### config.mk
export PLATFORM = sky130hd
export DESIGN_NAME = mpsc_port_ctl
export DESIGN_NICKNAME = d
export VERILOG_FILES = /design/src/core/mpsc_pkg.sv /design/src/core/mpsc_bus_if.sv /design/src/core/mpsc_wb_slave.sv /design/src/core/mpsc_clr_timer.sv /design/src/core/mpsc_port_ctl.sv
export SDC_FILE = /design/constraint.sdc
export NUM_CORES = 1
export LEC_CHECK = 0
export ABC_AREA = 1
export BUFFER_PORTS_ARGS = -buffer_cell sky130_fd_sc_hd__buf_4
export CAP_MARGIN = 20
export CORE_UTILIZATION = 46
export CTS_CLUSTER_SIZE = 28
export DETAILED_ROUTE_END_ITERATION = 12
export PLACE_DENSITY = 0.75
export SLEW_MARGIN = 10
export SYNTH_ARGS = -nofsm -noshare
export SYNTH_HDL_FRONTEND = slang
export SYNTH_HIERARCHICAL = 1
export SYNTH_SLANG_ARGS = --single-unit
### constraint.sdc
create_clock -name clk_i -period 1.5 [get_ports clk_i]
set_input_delay 0.075 -clock clk_i [delete_from_list [all_inputs] [get_ports clk_i]]
set_output_delay 0.075 -clock clk_i [all_outputs]
set_load 0.01 [all_outputs]
### src/core/mpsc_pkg.sv
// Shared constants and types of the port status and control register bank
package mpsc_pkg;
    // Register byte offsets
    localparam logic [7:0] OFF_TX_STAT = 8'h00;
    localparam logic [7:0] OFF_RX_STAT = 8'h04;
    localparam logic [7:0] OFF_PORT_CTRL = 8'h08;
    localparam logic [7:0] OFF_TX_ERR_CFG = 8'h0C;
    localparam logic [7:0] OFF_RX_FILT_CFG = 8'h10;
    localparam logic [7:0] OFF_MODE = 8'h14;
    // Transmit status fields
    localparam int unsigned TX_PKC_LSB = 6;
    localparam int unsigned TX_XCOL_BIT = 2;
    localparam int unsigned TX_LCOL_BIT = 1;
    localparam int unsigned TX_UNF_BIT = 0;
    // Receive status fields
    localparam int unsigned RX_PAUSE_BIT = 7;
    localparam int unsigned RX_LINE_BIT = 5;
    localparam int unsigned RX_LONG_BIT = 4;
    localparam int unsigned RX_RUNT_BIT = 3;
    localparam int unsigned RX_ALIGN_BIT = 2;
    localparam int unsigned RX_CRC_BIT = 1;
    localparam int unsigned RX_OVF_BIT = 0;
    // Port control fields
    localparam int unsigned PC_RESTART_BIT = 5;
    localparam int unsigned PC_TX_PATH_ENABLE_BIT = 4;
    localparam int unsigned PC_RX_PATH_ENABLE_BIT = 3;
    localparam int unsigned PC_DPRST_BIT = 2;
    localparam int unsigned PC_CFGRST_BIT = 1;
    localparam int unsigned PC_STCLR_BIT = 0;
    // Mode register field
    localparam int unsigned MODE_CODED_BIT = 0;
    // Reset values and receive filter write mask
    localparam logic [2:0] TX_ERR_RST = 3'h0;
    localparam logic [1:0] PKC_RST = 2'h0;
    localparam logic [7:0] RX_STAT_RST = 8'h00;
    localparam logic [2:0] TX_ERR_CFG_RST = 3'h0;
    localparam logic [7:0] RX_FILT_CFG_RST = 8'h00;
    localparam logic RX_FILT_MASK_BIT6 = 1'b0;
    localparam logic [7:0] RX_FILT_MASK = 8'hBF;
    localparam logic MODE_CODED_RST = 1'b0;
    localparam logic TX_EN_RST = 1'b0;
    localparam logic RX_EN_RST = 1'b0;
    // Counts
    localparam logic [1:0] PKC_MAX = 2'h2;
    localparam int unsigned TX_MAX_ATTEMPTS = 16;
    localparam int unsigned STATS_CLEAR_CYCLES = 100;

    typedef enum logic [1:0] {RX_IDLE, RX_FRAME, RX_STATUS} mpsc_rx_st_t;
endpackage : mpsc_pkg

### src/core/mpsc_bus_if.sv
// Internal register access carrier between bus slave and register core
`timescale 1ns/1ns
interface mpsc_bus_if #(parameter int ADR_W = 8);
    logic [ADR_W-1:0] adr;
    logic [7:0] wdat;
    logic [7:0] rdat;
    logic wr;
    logic rd;
    modport slave (output adr, output wdat, output wr, output rd, input rdat);
    modport core (input adr, input wdat, input wr, input rd, output rdat);
endinterface : mpsc_bus_if

### src/core/mpsc_wb_slave.sv
// Classic Wishbone slave with one wait state, byte-wide registers
`timescale 1ns/1ns
module mpsc_wb_slave import mpsc_pkg::*; #(
    parameter int ADR_W = 8
) (
    input wire logic clk_i,
    input wire logic rst_i,
    input wire logic wb_cyc_i,
    input wire logic wb_stb_i,
    input wire logic wb_we_i,
    input wire logic [ADR_W-1:0] wb_adr_i,
    input wire logic [3:0] wb_sel_i,
    input wire logic [31:0] wb_dat_i,
    output logic [31:0] wb_dat_o,
    output logic wb_ack_o,
    mpsc_bus_if.slave bus
);
    typedef struct packed {
        logic ack;
        logic [31:0] dat;
    } mpsc_wb_st_t;

    mpsc_wb_st_t q;
    mpsc_wb_st_t d;
    logic req;

    // Ack is withheld in the cycle after it is given, so each request acts once
    assign req = wb_cyc_i && wb_stb_i && !q.ack;
    assign bus.adr = wb_adr_i;
    assign bus.wdat = wb_dat_i[7:0];
    assign bus.wr = req && wb_we_i && wb_sel_i[0];
    assign bus.rd = req && !wb_we_i;
    assign wb_ack_o = q.ack;
    assign wb_dat_o = q.dat;

    always_comb begin
        d = q;
        d.ack = req;
        if (req) begin
            d.dat = wb_we_i ? 32'h0000_0000 : {24'h00_0000, bus.rdat};
        end
    end

    always_ff @(posedge clk_i) begin
        if (rst_i) begin
            q <= '{ack: 1'b0, dat: 32'h0000_0000};
        end else begin
            q <= d;
        end
    end
endmodule : mpsc_wb_slave

### src/core/mpsc_clr_timer.sv
// Holds the statistics clear strobe for a fixed number of cycles
`timescale 1ns/1ns
module mpsc_clr_timer import mpsc_pkg::*; #(
    parameter int CYCLES = STATS_CLEAR_CYCLES
) (
    input wire logic clk_i,
    input wire logic rst_i,
    input wire logic start_i,
    output logic busy_o
);
    localparam int CW = $clog2(CYCLES + 1);

    typedef struct packed {
        logic busy;
        logic [CW-1:0] cnt;
    } mpsc_clr_st_t;

    mpsc_clr_st_t q;
    mpsc_clr_st_t d;

    assign busy_o = q.busy;

    always_comb begin
        d = q;
        if (q.busy) begin
            d.cnt = q.cnt - 1'b1;
            d.busy = (q.cnt != CW'(1));
        end else if (start_i) begin
            d.busy = 1'b1;
            d.cnt = CW'(CYCLES);
        end
    end

    always_ff @(posedge clk_i) begin
        if (rst_i) begin
            q <= '{busy: 1'b0, cnt: '0};
        end else begin
            q <= d;
        end
    end
endmodule : mpsc_clr_timer

### src/core/mpsc_port_ctl.sv
// Per-port transmit status, receive status and port control register bank
// Operation
// - Transmit status read clears errors, keeps count
// - Transmit error set only if stop configured
// - Excessive collision after sixteen failed attempts
// - Late collision after sixty-four bytes sent
// - Underflow when FIFO empties past sixty-four bytes
// - Receive status read clears every bit
// - Receive bit set only if filter passes it
// - Partly allowed multiple errors set no bits
// - Status byte follows last data byte in FIFO
// - Bit 7 marks flow-control frame
// - Bit 5 marks symbol or MII error
// - Bits 4,3 mark oversize and runt frames
// - Bits 2,1 mark alignment and CRC errors
// - Bit 0 marks receive FIFO overflow
// - Control bit 5 restarts stopped transmitter
// - Bit 4 enables transmit, halts after packet
// - Bit 3 enables receive, halts after packet
// - Stop raised once all disabled paths halted
// - Bit 2 resets transmit and receive logic
// - Bit 1 restores registers except port control
// - Bit 0 clears statistics for 100 cycles
`timescale 1ns/1ns
module mpsc_port_ctl import mpsc_pkg::*; #(
    parameter int ADR_W = 8,
    parameter int CLEAR_CYCLES = STATS_CLEAR_CYCLES,
    parameter int MAX_ATTEMPTS = TX_MAX_ATTEMPTS
) (
    input wire logic clk_i,
    input wire logic rst_i,
    input wire logic wb_cyc_i,
    input wire logic wb_stb_i,
    input wire logic wb_we_i,
    input wire logic [ADR_W-1:0] wb_adr_i,
    input wire logic [3:0] wb_sel_i,
    input wire logic [31:0] wb_dat_i,
    output logic [31:0] wb_dat_o,
    output logic wb_ack_o,
    input wire logic tx_pkt_load_i,
    input wire logic tx_pkt_sent_i,
    input wire logic tx_busy_i,
    input wire logic tx_collision_i,
    input wire logic tx_past_min_i,
    input wire logic tx_fifo_empty_i,
    output logic tx_go_o,
    output logic tx_stopped_o,
    output logic tx_restart_o,
    input wire logic rx_valid_i,
    input wire logic [7:0] rx_data_i,
    input wire logic rx_last_i,
    input wire logic rx_pause_i,
    input wire logic rx_sym_err_i,
    input wire logic rx_mii_er_i,
    input wire logic rx_too_long_i,
    input wire logic rx_too_short_i,
    input wire logic rx_crc_err_i,
    input wire logic rx_frame_err_i,
    input wire logic rx_fifo_full_i,
    output logic rx_ready_o,
    output logic rx_fifo_wr_o,
    output logic [7:0] rx_fifo_data_o,
    output logic port_stop_o,
    output logic datapath_rst_o,
    output logic stats_clear_o,
    output logic coded_line_mode_o
);
    localparam int CCW = $clog2(MAX_ATTEMPTS + 1);

    typedef struct packed {
        mpsc_rx_st_t rx_st;
        logic rx_wr;
        logic [7:0] rx_dat;
        logic [7:0] rx_app;
        logic rx_line;
        logic rx_ovf;
        logic [1:0] pending_packet_count;
        logic [CCW-1:0] coll_cnt;
        logic [2:0] tx_err;
        logic tx_stop;
        logic [7:0] rx_stat;
        logic tx_en;
        logic rx_en;
        logic [2:0] tx_cfg;
        logic [7:0] rx_cfg;
        logic coded;
        logic restart;
        logic dp_rst;
        logic stop;
    } mpsc_core_st_t;

    localparam mpsc_core_st_t CORE_RST = '{
        rx_st: RX_IDLE, rx_wr: 1'b0, rx_dat: 8'h00, rx_app: RX_STAT_RST,
        rx_line: 1'b0, rx_ovf: 1'b0, pending_packet_count: PKC_RST, coll_cnt: '0,
        tx_err: TX_ERR_RST, tx_stop: 1'b0, rx_stat: RX_STAT_RST,
        tx_en: TX_EN_RST, rx_en: RX_EN_RST, tx_cfg: TX_ERR_CFG_RST,
        rx_cfg: RX_FILT_CFG_RST, coded: MODE_CODED_RST, restart: 1'b0,
        dp_rst: 1'b0, stop: 1'b0};

    function automatic logic hit(input logic [ADR_W-1:0] adr, input logic [7:0] off);
        hit = (adr == ADR_W'(off));
    endfunction : hit

    mpsc_core_st_t q;
    mpsc_core_st_t d;
    mpsc_bus_if #(.ADR_W(ADR_W)) bus ();

    logic clr_busy;
    logic wr_pc;
    logic cfg_rst;
    logic dp_rst;
    logic clr_go;
    logic rd_tx;
    logic rd_rx;
    logic coll_early;
    logic ev_xcol;
    logic ev_lcol;
    logic ev_unf;
    logic [2:0] tx_ev;
    logic pkc_inc;
    logic pkc_dec;
    logic rx_take;
    logic rx_in_frame;
    logic rx_line_now;
    logic rx_ovf_now;
    logic [7:0] rx_ev;
    logic [7:0] rx_pass;
    logic tx_halted;
    logic rx_halted;
    logic [7:0] rdat;

    mpsc_wb_slave #(.ADR_W(ADR_W)) u_wb (
        .clk_i(clk_i),
        .rst_i(rst_i),
        .wb_cyc_i(wb_cyc_i),
        .wb_stb_i(wb_stb_i),
        .wb_we_i(wb_we_i),
        .wb_adr_i(wb_adr_i),
        .wb_sel_i(wb_sel_i),
        .wb_dat_i(wb_dat_i),
        .wb_dat_o(wb_dat_o),
        .wb_ack_o(wb_ack_o),
        .bus(bus.slave)
    );

    mpsc_clr_timer #(.CYCLES(CLEAR_CYCLES)) u_clr (
        .clk_i(clk_i),
        .rst_i(rst_i),
        .start_i(clr_go),
        .busy_o(clr_busy)
    );

    assign wr_pc = bus.wr && hit(bus.adr, OFF_PORT_CTRL);
    assign cfg_rst = wr_pc && bus.wdat[PC_CFGRST_BIT];
    assign dp_rst = wr_pc && (bus.wdat[PC_DPRST_BIT] || cfg_rst);
    // clear request is not combined with config reset
    assign clr_go = wr_pc && bus.wdat[PC_STCLR_BIT] && !cfg_rst;
    assign rd_tx = bus.rd && hit(bus.adr, OFF_TX_STAT);
    assign rd_rx = bus.rd && hit(bus.adr, OFF_RX_STAT);

    assign ev_lcol = tx_collision_i && tx_past_min_i;
    assign coll_early = tx_collision_i && !tx_past_min_i;
    assign ev_xcol = coll_early && (q.coll_cnt == CCW'(MAX_ATTEMPTS - 1));
    assign ev_unf = tx_fifo_empty_i && tx_busy_i && tx_past_min_i;
    assign tx_ev = {ev_xcol, ev_lcol, ev_unf} & q.tx_cfg;

    assign pkc_inc = tx_pkt_load_i && (q.pending_packet_count != PKC_MAX);
    assign pkc_dec = tx_pkt_sent_i && (q.pending_packet_count != PKC_RST);

    assign rx_ready_o = (q.rx_st == RX_FRAME) || ((q.rx_st == RX_IDLE) && q.rx_en);
    assign rx_take = rx_valid_i && rx_ready_o;
    assign rx_in_frame = rx_take || (q.rx_st == RX_FRAME);
    assign rx_line_now = q.rx_line || (rx_in_frame && (q.coded ? rx_sym_err_i : rx_mii_er_i));
    assign rx_ovf_now = q.rx_ovf || (rx_take && rx_fifo_full_i);

    always_comb begin
        rx_ev = RX_STAT_RST;
        rx_ev[RX_PAUSE_BIT] = rx_pause_i;
        rx_ev[RX_LINE_BIT] = rx_line_now;
        rx_ev[RX_LONG_BIT] = rx_too_long_i;
        rx_ev[RX_RUNT_BIT] = rx_too_short_i;
        // CRC with and without framing error
        rx_ev[RX_ALIGN_BIT] = rx_crc_err_i && rx_frame_err_i;
        rx_ev[RX_CRC_BIT] = rx_crc_err_i && !rx_frame_err_i;
        rx_ev[RX_OVF_BIT] = rx_ovf_now;
    end

    // all events must be allowed, else none reported
    assign rx_pass = ((rx_ev & ~q.rx_cfg) == 8'h00) ? rx_ev : RX_STAT_RST;

    // transmit halts when idle after disable
    assign tx_halted = !q.tx_en && !tx_busy_i;
    assign rx_halted = !q.rx_en && (q.rx_st == RX_IDLE);

    always_comb begin
        rdat = 8'h00;
        if (hit(bus.adr, OFF_TX_STAT)) begin
            rdat = {q.pending_packet_count, 3'b000, q.tx_err};
        end else if (hit(bus.adr, OFF_RX_STAT)) begin
            rdat = q.rx_stat;
        end else if (hit(bus.adr, OFF_PORT_CTRL)) begin
            rdat = 8'h00;
            rdat[PC_TX_PATH_ENABLE_BIT] = q.tx_en;
            rdat[PC_RX_PATH_ENABLE_BIT] = q.rx_en;
            rdat[PC_STCLR_BIT] = clr_busy;
        end else if (hit(bus.adr, OFF_TX_ERR_CFG)) begin
            rdat = {5'b00000, q.tx_cfg};
        end else if (hit(bus.adr, OFF_RX_FILT_CFG)) begin
            rdat = q.rx_cfg;
        end else if (hit(bus.adr, OFF_MODE)) begin
            rdat = 8'h00;
            rdat[MODE_CODED_BIT] = q.coded;
        end
    end
    assign bus.rdat = rdat;

    always_comb begin
        d = q;
        d.restart = 1'b0;
        d.dp_rst = dp_rst;
        d.rx_wr = 1'b0;

        // Configuration writes
        if (bus.wr && hit(bus.adr, OFF_TX_ERR_CFG)) begin
            d.tx_cfg = bus.wdat[2:0];
        end
        if (bus.wr && hit(bus.adr, OFF_RX_FILT_CFG)) begin
            d.rx_cfg = bus.wdat & RX_FILT_MASK;
        end
        if (bus.wr && hit(bus.adr, OFF_MODE)) begin
            d.coded = bus.wdat[MODE_CODED_BIT];
        end
        if (wr_pc) begin
            d.tx_en = bus.wdat[PC_TX_PATH_ENABLE_BIT];
            d.rx_en = bus.wdat[PC_RX_PATH_ENABLE_BIT];
            if (bus.wdat[PC_RESTART_BIT]) begin
                d.restart = 1'b1;
                d.tx_stop = 1'b0;
            end
        end

        if (rd_tx) begin
            d.tx_err = TX_ERR_RST;
        end
        // set after clear, so a same-cycle event survives
        d.tx_err = d.tx_err | tx_ev;
        if (tx_ev != 3'b000) begin
            d.tx_stop = 1'b1;
        end

        if (tx_pkt_sent_i || ev_xcol || ev_lcol) begin
            d.coll_cnt = '0;
        end else if (coll_early) begin
            d.coll_cnt = q.coll_cnt + 1'b1;
        end

        if (pkc_inc && !pkc_dec) begin
            d.pending_packet_count = q.pending_packet_count + 1'b1;
        end else if (pkc_dec && !pkc_inc) begin
            d.pending_packet_count = q.pending_packet_count - 1'b1;
        end

        if (rd_rx) begin
            d.rx_stat = RX_STAT_RST;
        end

        case (q.rx_st)
            RX_IDLE, RX_FRAME: begin
                d.rx_line = rx_line_now;
                d.rx_ovf = rx_ovf_now;
                if (rx_take) begin
                    d.rx_wr = !rx_fifo_full_i;
                    d.rx_dat = rx_data_i;
                    d.rx_st = RX_FRAME;
                    if (rx_last_i) begin
                        d.rx_st = RX_STATUS;
                        d.rx_app = rx_pass;
                        d.rx_stat = d.rx_stat | rx_pass;
                    end
                end
            end
            RX_STATUS: begin
                // status byte after last data byte
                d.rx_wr = 1'b1;
                d.rx_dat = q.rx_app;
                d.rx_line = 1'b0;
                d.rx_ovf = 1'b0;
                d.rx_st = RX_IDLE;
            end
            default: begin
                d.rx_st = RX_IDLE;
            end
        endcase

        // stop only when every disabled path has halted
        d.stop = (!q.tx_en || !q.rx_en) && (q.tx_en || tx_halted) && (q.rx_en || rx_halted);

        if (dp_rst) begin
            d.rx_st = RX_IDLE;
            d.rx_wr = 1'b0;
            d.rx_line = 1'b0;
            d.rx_ovf = 1'b0;
            d.pending_packet_count = PKC_RST;
            d.coll_cnt = '0;
            d.tx_stop = 1'b0;
        end
        // registers other than port control to defaults
        if (cfg_rst) begin
            d.tx_err = TX_ERR_RST;
            d.rx_stat = RX_STAT_RST;
            d.tx_cfg = TX_ERR_CFG_RST;
            d.rx_cfg = RX_FILT_CFG_RST;
            d.coded = MODE_CODED_RST;
        end
    end

    always_ff @(posedge clk_i) begin
        if (rst_i) begin
            q <= CORE_RST;
        end else begin
            q <= d;
        end
    end

    assign tx_go_o = q.tx_en && !q.tx_stop;
    assign tx_stopped_o = q.tx_stop;
    assign tx_restart_o = q.restart;
    assign rx_fifo_wr_o = q.rx_wr;
    assign rx_fifo_data_o = q.rx_dat;
    assign port_stop_o = q.stop;
    assign datapath_rst_o = q.dp_rst;
    assign stats_clear_o = clr_busy;
    assign coded_line_mode_o = q.coded;
endmodule : mpsc_port_ctl

Word level (Yosys, flattened, before mapping)
Index checks and enable logic that the tools add are counted.
- eq/ne operators: 11
- bitwise logic cells: 7
- multiply operators: 0
- add/subtract/negate cells: 4
- $lt $le $gt $ge: 0
- div/mod/pow operators: 0
- shift-type cells: 0
- reduce and logical (&&, ||, !) cells: 76
- multiplexer cells: 27
- operator list (cell ; number):
    2-to-1 mux 8 bit ; 14
    logical AND 1 bit ; 35
    one-hot mux 9 bit (2 select lines) ; 1
    2-to-1 mux 17 bit ; 1
    == test 8 x 4 -> 1 bit (second input constant) ; 2
    == test 8 x 5 -> 1 bit (second input constant) ; 2
    logical NOT 8 bit ; 2
    logical NOT 1 bit ; 12
    nonzero test 2 bit ; 6
    logical OR 1 bit ; 10
    AND 8 bit ; 1
    == test 8 x 3 -> 1 bit (second input constant) ; 1
    inverter 8 bit ; 1
    bitwise OR 8 bit ; 1
    OR reduction 2 bit ; 4
    inequality test 7 x 1 -> 1 bit (second input constant) ; 1
    subtractor 7 x 1 -> 7 bit (second input constant) ; 1
    2-to-1 mux 1 bit ; 6
    2-to-1 mux 2 bit ; 3
    OR reduction 3 bit ; 2
    adder 5 x 1 -> 5 bit (second input constant) ; 1
    == test 5 x 4 -> 1 bit (second input constant) ; 1
    inequality test 2 bit (second input constant) ; 2
    one-hot mux 2 bit (2 select lines) ; 1
    other kinds (12) ; 14
- memories: 0
- memory bits (read-only): 0
- output and inout port bits: 50
- memory bits (writable): 0
- latch bits: 0
- register bits: 97

Longest topological paths before layout
Gate-level depths: netlist (run 1).
- depth in word-level cells: 14
- depth in mapped cells: 14

Modules after synthesis
Netlist (run 1), hierarchy kept.
- modules (own cells, without submodules) (module ; instances ; area an instance (sq um) ; seq. area each (sq um) ; cells each):
    mpsc_port_ctl ; 1 ; 2593.7 ; 1081.0 ; 367
    mpsc_wb_slave ; 1 ; 753.2 ; 180.2 ; 111
    mpsc_clr_timer ; 1 ; 415.4 ; 160.2 ; 64

Worst setup path after synthesis (run 1)
Ideal clock, no wire load.
- path kind: register to register
- start point: register u_wb.q (netlist bit u_wb/wb_ack_o)
- end point: register u_clr/q[4] in the netlist's numbering
- data arrival time: 1.506 ns
- cell stages (with the launch flop): 11
- path buffers: 1
- data required time: 1.386 ns
- slack: -0.120 ns
- path through: dfxtp_1 > nor2_4 > and3_1 > buf_2 > nand2_4 > nor2_1 > inv_1 > nor2_1 > nor2_1 > a21oi_1 > nor2_1
- word-level cells in the longest chain between the ends: 9
- elaborated cells on any way between the ends: 10
- those cells by class: reduce/logical (10)
- RTL lines (element ; line ; text):
    start, declared ; mpsc_wb_slave.sv:23 ; mpsc_wb_st_t q;
    start signal, assigned ; mpsc_wb_slave.sv:46 ; q <= '{ack: 1'b0, dat: 32'h0000_0000};
    logical NOT 1 bit * ; mpsc_wb_slave.sv:28 ; assign req = wb_cyc_i && wb_stb_i && !q.ack;
    logical AND 1 bit * ; mpsc_wb_slave.sv:28 ;
    logical AND 1 bit * (2 in series) ; mpsc_wb_slave.sv:31 ; assign bus.wr = req && wb_we_i && wb_sel_i[0];
    net bus.wr ; mpsc_bus_if.sv:7 ; logic wr;
    logical AND 1 bit * ; mpsc_port_ctl.sv:153 ; assign wr_pc = bus.wr && hit(bus.adr, OFF_PORT_CTRL);
    logical AND 1 bit ; mpsc_port_ctl.sv:154 ; assign cfg_rst = wr_pc && bus.wdat[PC_CFGRST_BIT];
    logical NOT 1 bit ; mpsc_port_ctl.sv:157 ; assign clr_go = wr_pc && bus.wdat[PC_STCLR_BIT] && !cfg_rst;
    logical AND 1 bit * ; mpsc_port_ctl.sv:157 ;
    net clr_go ; mpsc_port_ctl.sv:112 ; logic clr_go;
    nonzero test 2 bit (no line) * ; -- ;
    end signal, assigned ; mpsc_clr_timer.sv:36 ; q <= '{busy: 1'b0, cnt: '0};
    end, declared ; mpsc_clr_timer.sv:18 ; mpsc_clr_st_t q;
Mark *: on every way through the listed nets, which the timed path passes. The rest lies on a longest branch.
A chain may end at the register's enable or synchronous reset.

Worst setup path after layout (run 1)
- start point: register q[55] in the netlist's numbering
- end point: register q[40] in the netlist's numbering
- word-level cells in the longest chain between the ends: 10
- elaborated cells on any way between the ends: 15
- those cells by class: eq/ne (1); mux (1); bitwise (1); reduce/logical (12)
- RTL lines (element ; line ; text):
    start, declared ; mpsc_port_ctl.sv:104 ; mpsc_core_st_t q;
    start signal, assigned ; mpsc_port_ctl.sv:319 ; q <= CORE_RST;
    start signal, assigned ; mpsc_port_ctl.sv:321 ; q <= d;
    logical NOT 2 bit ; mpsc_port_ctl.sv:170, mpsc_port_ctl.sv:267 ;
    logical AND 1 bit ; mpsc_port_ctl.sv:170 ; assign rx_ready_o = (q.rx_st == RX_FRAME) || ((q.rx_st == RX_IDLE) && q.rx_en);
    logical OR 1 bit ; mpsc_port_ctl.sv:170 ;
    logical AND 1 bit ; mpsc_port_ctl.sv:171 ; assign rx_take = rx_valid_i && rx_ready_o;
    logical OR 1 bit ; mpsc_port_ctl.sv:172 ; assign rx_in_frame = rx_take || (q.rx_st == RX_FRAME);
    logical AND 1 bit ; mpsc_port_ctl.sv:173 ; assign rx_line_now = q.rx_line || (rx_in_frame && (q.coded ? rx_sym_err_i : rx_mii_er_i));
    logical OR 1 bit ; mpsc_port_ctl.sv:173 ;
    AND 8 bit ; mpsc_port_ctl.sv:189 ; assign rx_pass = ((rx_ev & ~q.rx_cfg) == 8'h00) ? rx_ev : RX_STAT_RST;
    logical NOT 8 bit ; mpsc_port_ctl.sv:189 ;
    2-to-1 mux 8 bit ; mpsc_port_ctl.sv:189 ;
Parallel ways exist; a longest one is shown, timed or not.

==> results of run 1 <==
-- power groups by stage --
stage | combinational (mW) | clock [mW] | sequential (mW)
floorplan | 0.335 | 0 | 2.01
global placement | 0.481 | 0 | 2.00
detailed placement | 0.494 | 0 | 2.00
CTS | 0.514 | 1.57 | 1.96
global route | 0.581 | 1.65 | 1.96
finish | 0.522 | 1.54 | 1.96
-- registers in the layout, summed over array words and instances, names as in the netlist --
| signal | cells |
|---|---|
| tx_stopped_o | 1 |
| u_wb/wb_dat_o | 8 |
| u_wb/wb_ack_o | 1 |
| port_stop_o | 1 |
| rx_fifo_data_o | 8 |
| coded_line_mode_o | 1 |
| u_clr/q | 7 |
| q | 40 |
| tx_restart_o | 1 |
| u_clr/busy_o | 1 |
| rx_fifo_wr_o | 1 |
| datapath_rst_o | 1 |
-- worst register-to-register path: stages, from the launching register on --
cell and delay (ns):
dfxtp_1 0.36, inv_1 0.07, nand2_1 0.09, nand3_2 0.10, inv_2 0.09, nand2_4 0.12, nor3_1 0.17, nand3_1 0.18
a21oi_2 0.16
-- what timing repair did --
item | CTS | global route
buffers inserted | 0 | 2
hold buffers | 8 | 0
setup endpoints to repair | 0 | 37
gates resized for setup | 0 | 20
hold endpoints to repair | 12 | 0
-- stage by stage --
stage | power (mW) | hold slack, ns
after floorplan | 2.340 | 0.1400
after global placement | 2.477 | 0.3234
after detailed placement | 2.495 | 0.3260
after CTS | 4.037 | 0.0006010
after global routing | 4.199 | 0.003793
final | 4.020 | 0.002300
-- layout make-up --
cell class	instances	area, um2	area share
well taps	102	127.6	0.02766
repair buffers	102	802.0	0.1739
clock inverters	6	60.06	0.01302
multi-input cells	369	1798	0.3897
clock buffers	10	137.6	0.02983
flip-flops and latches	71	1426	0.3092
inverters	69	261.5	0.05669
-- final timing paths --
| check | startpoint | end | slack [ns] | cells past startpoint |
|---|---|---|---|---|
| setup / recovery | q[55] | q[40] | 0.09 | 8 |
| hold / removal | wb_dat_i[7] | q[11] | 0.002 | 3 |
| setup reg to reg | q[55] | q[40] | 0.09 | 8 |
| hold reg to reg | q[43] | q[43] | 0.47 | 2 |
-- metal layers --
metal,up-vias,track usage
met1,1590,0.2517
met4,0,0.08594
met5,-,0
met2,110,0.3611
met3,21,0.03612
li1,1788,-
==> results.yml, run 1 <==
setup_path:
  setup.worst_path.end_class: "flip-flop"
  max_stage_delay_ns: 0.36
  worstPathRequired_ns: 1.78
  cp-start-kind: "flip-flop"
  arrival_ns: 1.70
  worstPathBufferInverterCount: 2
  crit_type: "flip-flop to flip-flop"
  crit_chain: "inv_1 > nand2_1 > nand3_2 > inv_2 > nand2_4 > nor3_1 > nand3_1 > a21oi_2"
  slowest_stage: "dfxtp_1"
  cp_top_family: "simple AND/OR/NAND/NOR gates"
  critPathMaxFanout: 16
pwr:
  p_per_area_mw_per_mm2: 871.5
  switchingPower_mw: 1.038
  p_int_mw: 2.982
  seqPwrFrac: 0.487
  irDropWorstVdd_mv: 0.3813
  p_leak_nw: 2.026
  switching_share: 0.2582
  clockPowerShare: 0.383
  power_frac_comb: 0.130
yosys:
  yosysWarnings: 6
  synth_cells: 541
  postSynthAreaPerCell_um2: 6.941
  syn-cell-area_mm2: 0.003755
floorplanning:
  dieArea_mm2: 0.008528
  coreArea_mm2: 0.007807
  num_rows: 32
  start_util: 0.4809
  die_x_um: 92.35
  die_h_um: 92.35
  io_pins: 123
final_layout:
  drive_gt1_frac: 0.2472
  nFillCells: 716
  final_common_cell: "nand2_1"
  area_growth_pct: 22.86
  final-instance-count-excl-fill: 729
  antennaDiodeCount: 0
  post-route-util: 0.5909
  nNetsFinal: 700
  design_area_mm2: 0.004613
  mostFrequentLayoutCells: "130 x nand2_1, 92 x buf_4, 68 x nor2_1"
grt:
  track_usage: 0.2076
  grt_pass1_wl_um: 13970
  antenna_found_initial: 0
  grt_max_degree: 19
  overflow: 0
  grt_pass1_vias: 3136
drt:
  dr.pass1.iters: 5
  wl_met1_um: 3835
  highest-signal-layer: "met4"
  wl_um: 8605
  wl_met2_um: 4160
  avgViaCountPerCell: 4.813
  drt_iter0_drc: 230
  antenna_left: 0
  route.met3.wl_um: 434
  vias: 3509
  drc: 0
  wire_per_inst_um: 11.80
placement:
  port_buffers: 70
  placed_area_mm2: 0.004260
  dpl.cell_count: 703
  place.gp.congestion: 0.8923
  dp_hpwl_um: 6473
  post-place-ws_ns: -0.02764
sta:
  clock.fmax_mhz: 707.9
  fin_ws_ns: 0.08746
  setup_viol: 0
  finalClockSkew_ns: 0.004016
  slew_violations: 0
  final.period_utilization: 0.9417
  min_period_ns: 1.413
  fin_tns_setup_ns: 0
  hold_viol: 0
worst_hold_path:
  hold_class: "primary input to flip-flop"
cts:
  cts_buffer_depth: 2
  root_buffer: "clkbuf_8"
  insertion_delay_ns: 0.34
  clock-sinks: 71
  clk_pin_slew_ns: 0.08
  cts_made_buffers: 9
  cts-htree-levels: 3
  cts_tree: "yes"
run_status:
  status: "complete, no violations"
flow_run:
  maxCapViolCount: 0
Note: power is estimated with default switching activity, not from simulation.
==> run 2, diff against run 1 <==
--- a/config.mk
+++ b/config.mk
@@ -9,9 +9,11 @@
 export BUFFER_PORTS_ARGS = -buffer_cell sky130_fd_sc_hd__buf_4
 export CAP_MARGIN = 20
 export CORE_UTILIZATION = 46
+export CTS_BUF_LIST = sky130_fd_sc_hd__clkbuf_8 sky130_fd_sc_hd__clkbuf_16
 export CTS_CLUSTER_SIZE = 28
 export DETAILED_ROUTE_END_ITERATION = 12
 export PLACE_DENSITY = 0.75
+export SKIP_CTS_REPAIR_TIMING = 1
 export SLEW_MARGIN = 10
 export SYNTH_ARGS = -nofsm -noshare
 export SYNTH_HDL_FRONTEND = slang
==> run 2 against run 1 <==
The flow now finishes with violations (hold timing). Worst setup slack better by 0.0034 ns. Flip-flop and latch count unchanged. Cell count down 0.69%. Global-route usage down 0.28 points. Sequential share of layout area up 0.34 points. Worst hold slack worse by 0.0064 ns. Critical path depth unchanged. Maximum frequency up 0.24%. Non-clock buffer count down 5. Clock skew up 0.0012 ns. Clock power about the same.
==> results.yml, run 2 (synthesis results as in run 1) <==
placement:
  placed_area_mm2: 0.004260
  place.gp.congestion: 0.8923
  port_buffers: 70
  dpl.cell_count: 703
  dp_hpwl_um: 6473
sta:
  slew_violations: 0
  clock.fmax_mhz: 709.7
  fin_worst_hold_slack_ns: -0.004084
  finalClockSkew_ns: 0.005251
  final.period_utilization: 0.9394
  setup_viol: 0
  min_period_ns: 1.409
  hold_viol: 2
setup_path:
  worstPathRequired_ns: 1.78
  crit_chain: "inv_1 > nand2_1 > nand3_2 > inv_2 > nand2_4 > nor3_1 > nand3_1 > a21oi_2"
  arrival_ns: 1.69
  critPathMaxFanout: 16
  setup.worst_path.end_class: "flip-flop"
  max_stage_delay_ns: 0.36
  crit_type: "flip-flop to flip-flop"
  slowest_stage: "dfxtp_1"
  cp-start-kind: "flip-flop"
final_layout:
  final-instance-count-excl-fill: 724
  drive_gt1_frac: 0.2492
  area_growth_pct: 21.53
  antennaDiodeCount: 0
  design_area_mm2: 0.004563
  largest_reg_flops: 40
  nNetsFinal: 695
  mostFrequentLayoutCells: "130 x nand2_1, 92 x buf_4, 68 x nor2_1"
  final_common_cell: "nand2_1"
  post-route-util: 0.5845
  largest_register: "q"
  nFillCells: 723
pwr:
  clockPowerShare: 0.383
  seqPwrFrac: 0.489
  p_per_area_mw_per_mm2: 877.6
  p_leak_nw: 2.005
  power_frac_comb: 0.128
  power_mw: 4.005
  switchingPower_mw: 1.031
  switching_share: 0.2574
  p_int_mw: 2.974
  irDropWorstVdd_mv: 0.3800
drt:
  drt_iter0_drc: 202
  vias: 3478
  avgViaCountPerCell: 4.804
  antenna_left: 0
  wl_um: 8518
  drc: 0
  dr.pass1.iters: 5
  wire_per_inst_um: 11.77
floorplanning:
  start_util: 0.4809
  io_pins: 123
  coreArea_mm2: 0.007807
  num_rows: 32
  dieArea_mm2: 0.008528
  die_h_um: 92.35
  die_x_um: 92.35
cts:
  root_buffer: "clkbuf_8"
  cts_made_buffers: 9
  cts_tree: "yes"
  clock-sinks: 71
  insertion_delay_ns: 0.35
  cts-htree-levels: 3
  clk_pin_slew_ns: 0.07
  cts_buffer_depth: 2
worst_hold_path:
  hold_class: "primary input to flip-flop"
flow_run:
  maxCapViolCount: 0
grt:
  grt_pass1_vias: 3086
  grt_pass1_wl_um: 13770
  overflow: 0
  track_usage: 0.2048
  antenna_found_initial: 0
  grt_max_degree: 19
run_status:
  status: "finished with violations"
  violations: "hold timing"
## run 2: cell types whose count changed in the layout (fill, tap and decap cells not counted)
cell	delta
dlygate4sd3_1	-5
## run 2: worst paths after layout
check               end         from  slack, ns  depth (start not counted)
setup / recovery  q[40]        q[55]       0.09                          8
hold / removal     q[7]  wb_dat_i[3]     -0.004                          3
setup reg to reg  q[40]        q[55]       0.09                          8
hold reg to reg    q[7]         q[7]       0.47                          2
## run 2: layer usage
layer  vias to the layer above  track usage  routed length, um
met1                      1572       0.2512               3766
met2                       104       0.3537               4113
met4                         0      0.08333                196
li1                       1781            -                  -
met5                         -            0                  0
met3                        21      0.03530                441
## run 2: per-stage QoR
stage | TNS, ns | setup WS [ns]
after floorplan | 0 | 0.005893
after global placement | 0 | 0.02484
after detailed placement | -0.1635 | -0.02764
after CTS | 0 | 0.008888
after global routing | -0.05012 | -0.02523
final | 0 | 0.09089
## run 2: cell type report
cell class / instances / area, um2 / area share
Sequential cell: 71 / 1426 / 0.3126
Clock buffer: 10 / 137.6 / 0.03016
Clock inverter: 6 / 60.06 / 0.01316
Timing Repair Buffer: 97 / 752.0 / 0.1648
Inverter: 69 / 261.5 / 0.05731
Tap cell: 102 / 127.6 / 0.02797
Multi-Input combinational cell: 369 / 1798 / 0.3940
## run 2: critical path: cells and delay by family (launching register included)
| kind | cells | cell delay (ns) |
|---|---|---|
| compound gates | 1 | 0.16 |
| buf+inv | 2 | 0.16 |
| simple gates | 5 | 0.66 |
| flops | 1 | 0.36 |
## run 2: power by group through the flow
stage | logic (mW) | registers [mW] | clock network [mW]
floorplan | 0.335 | 2.01 | 0
global placement | 0.481 | 2.00 | 0
detailed placement | 0.494 | 2.00 | 0
CTS | 0.497 | 1.96 | 1.57
global route | 0.569 | 1.96 | 1.65
finish | 0.511 | 1.96 | 1.53
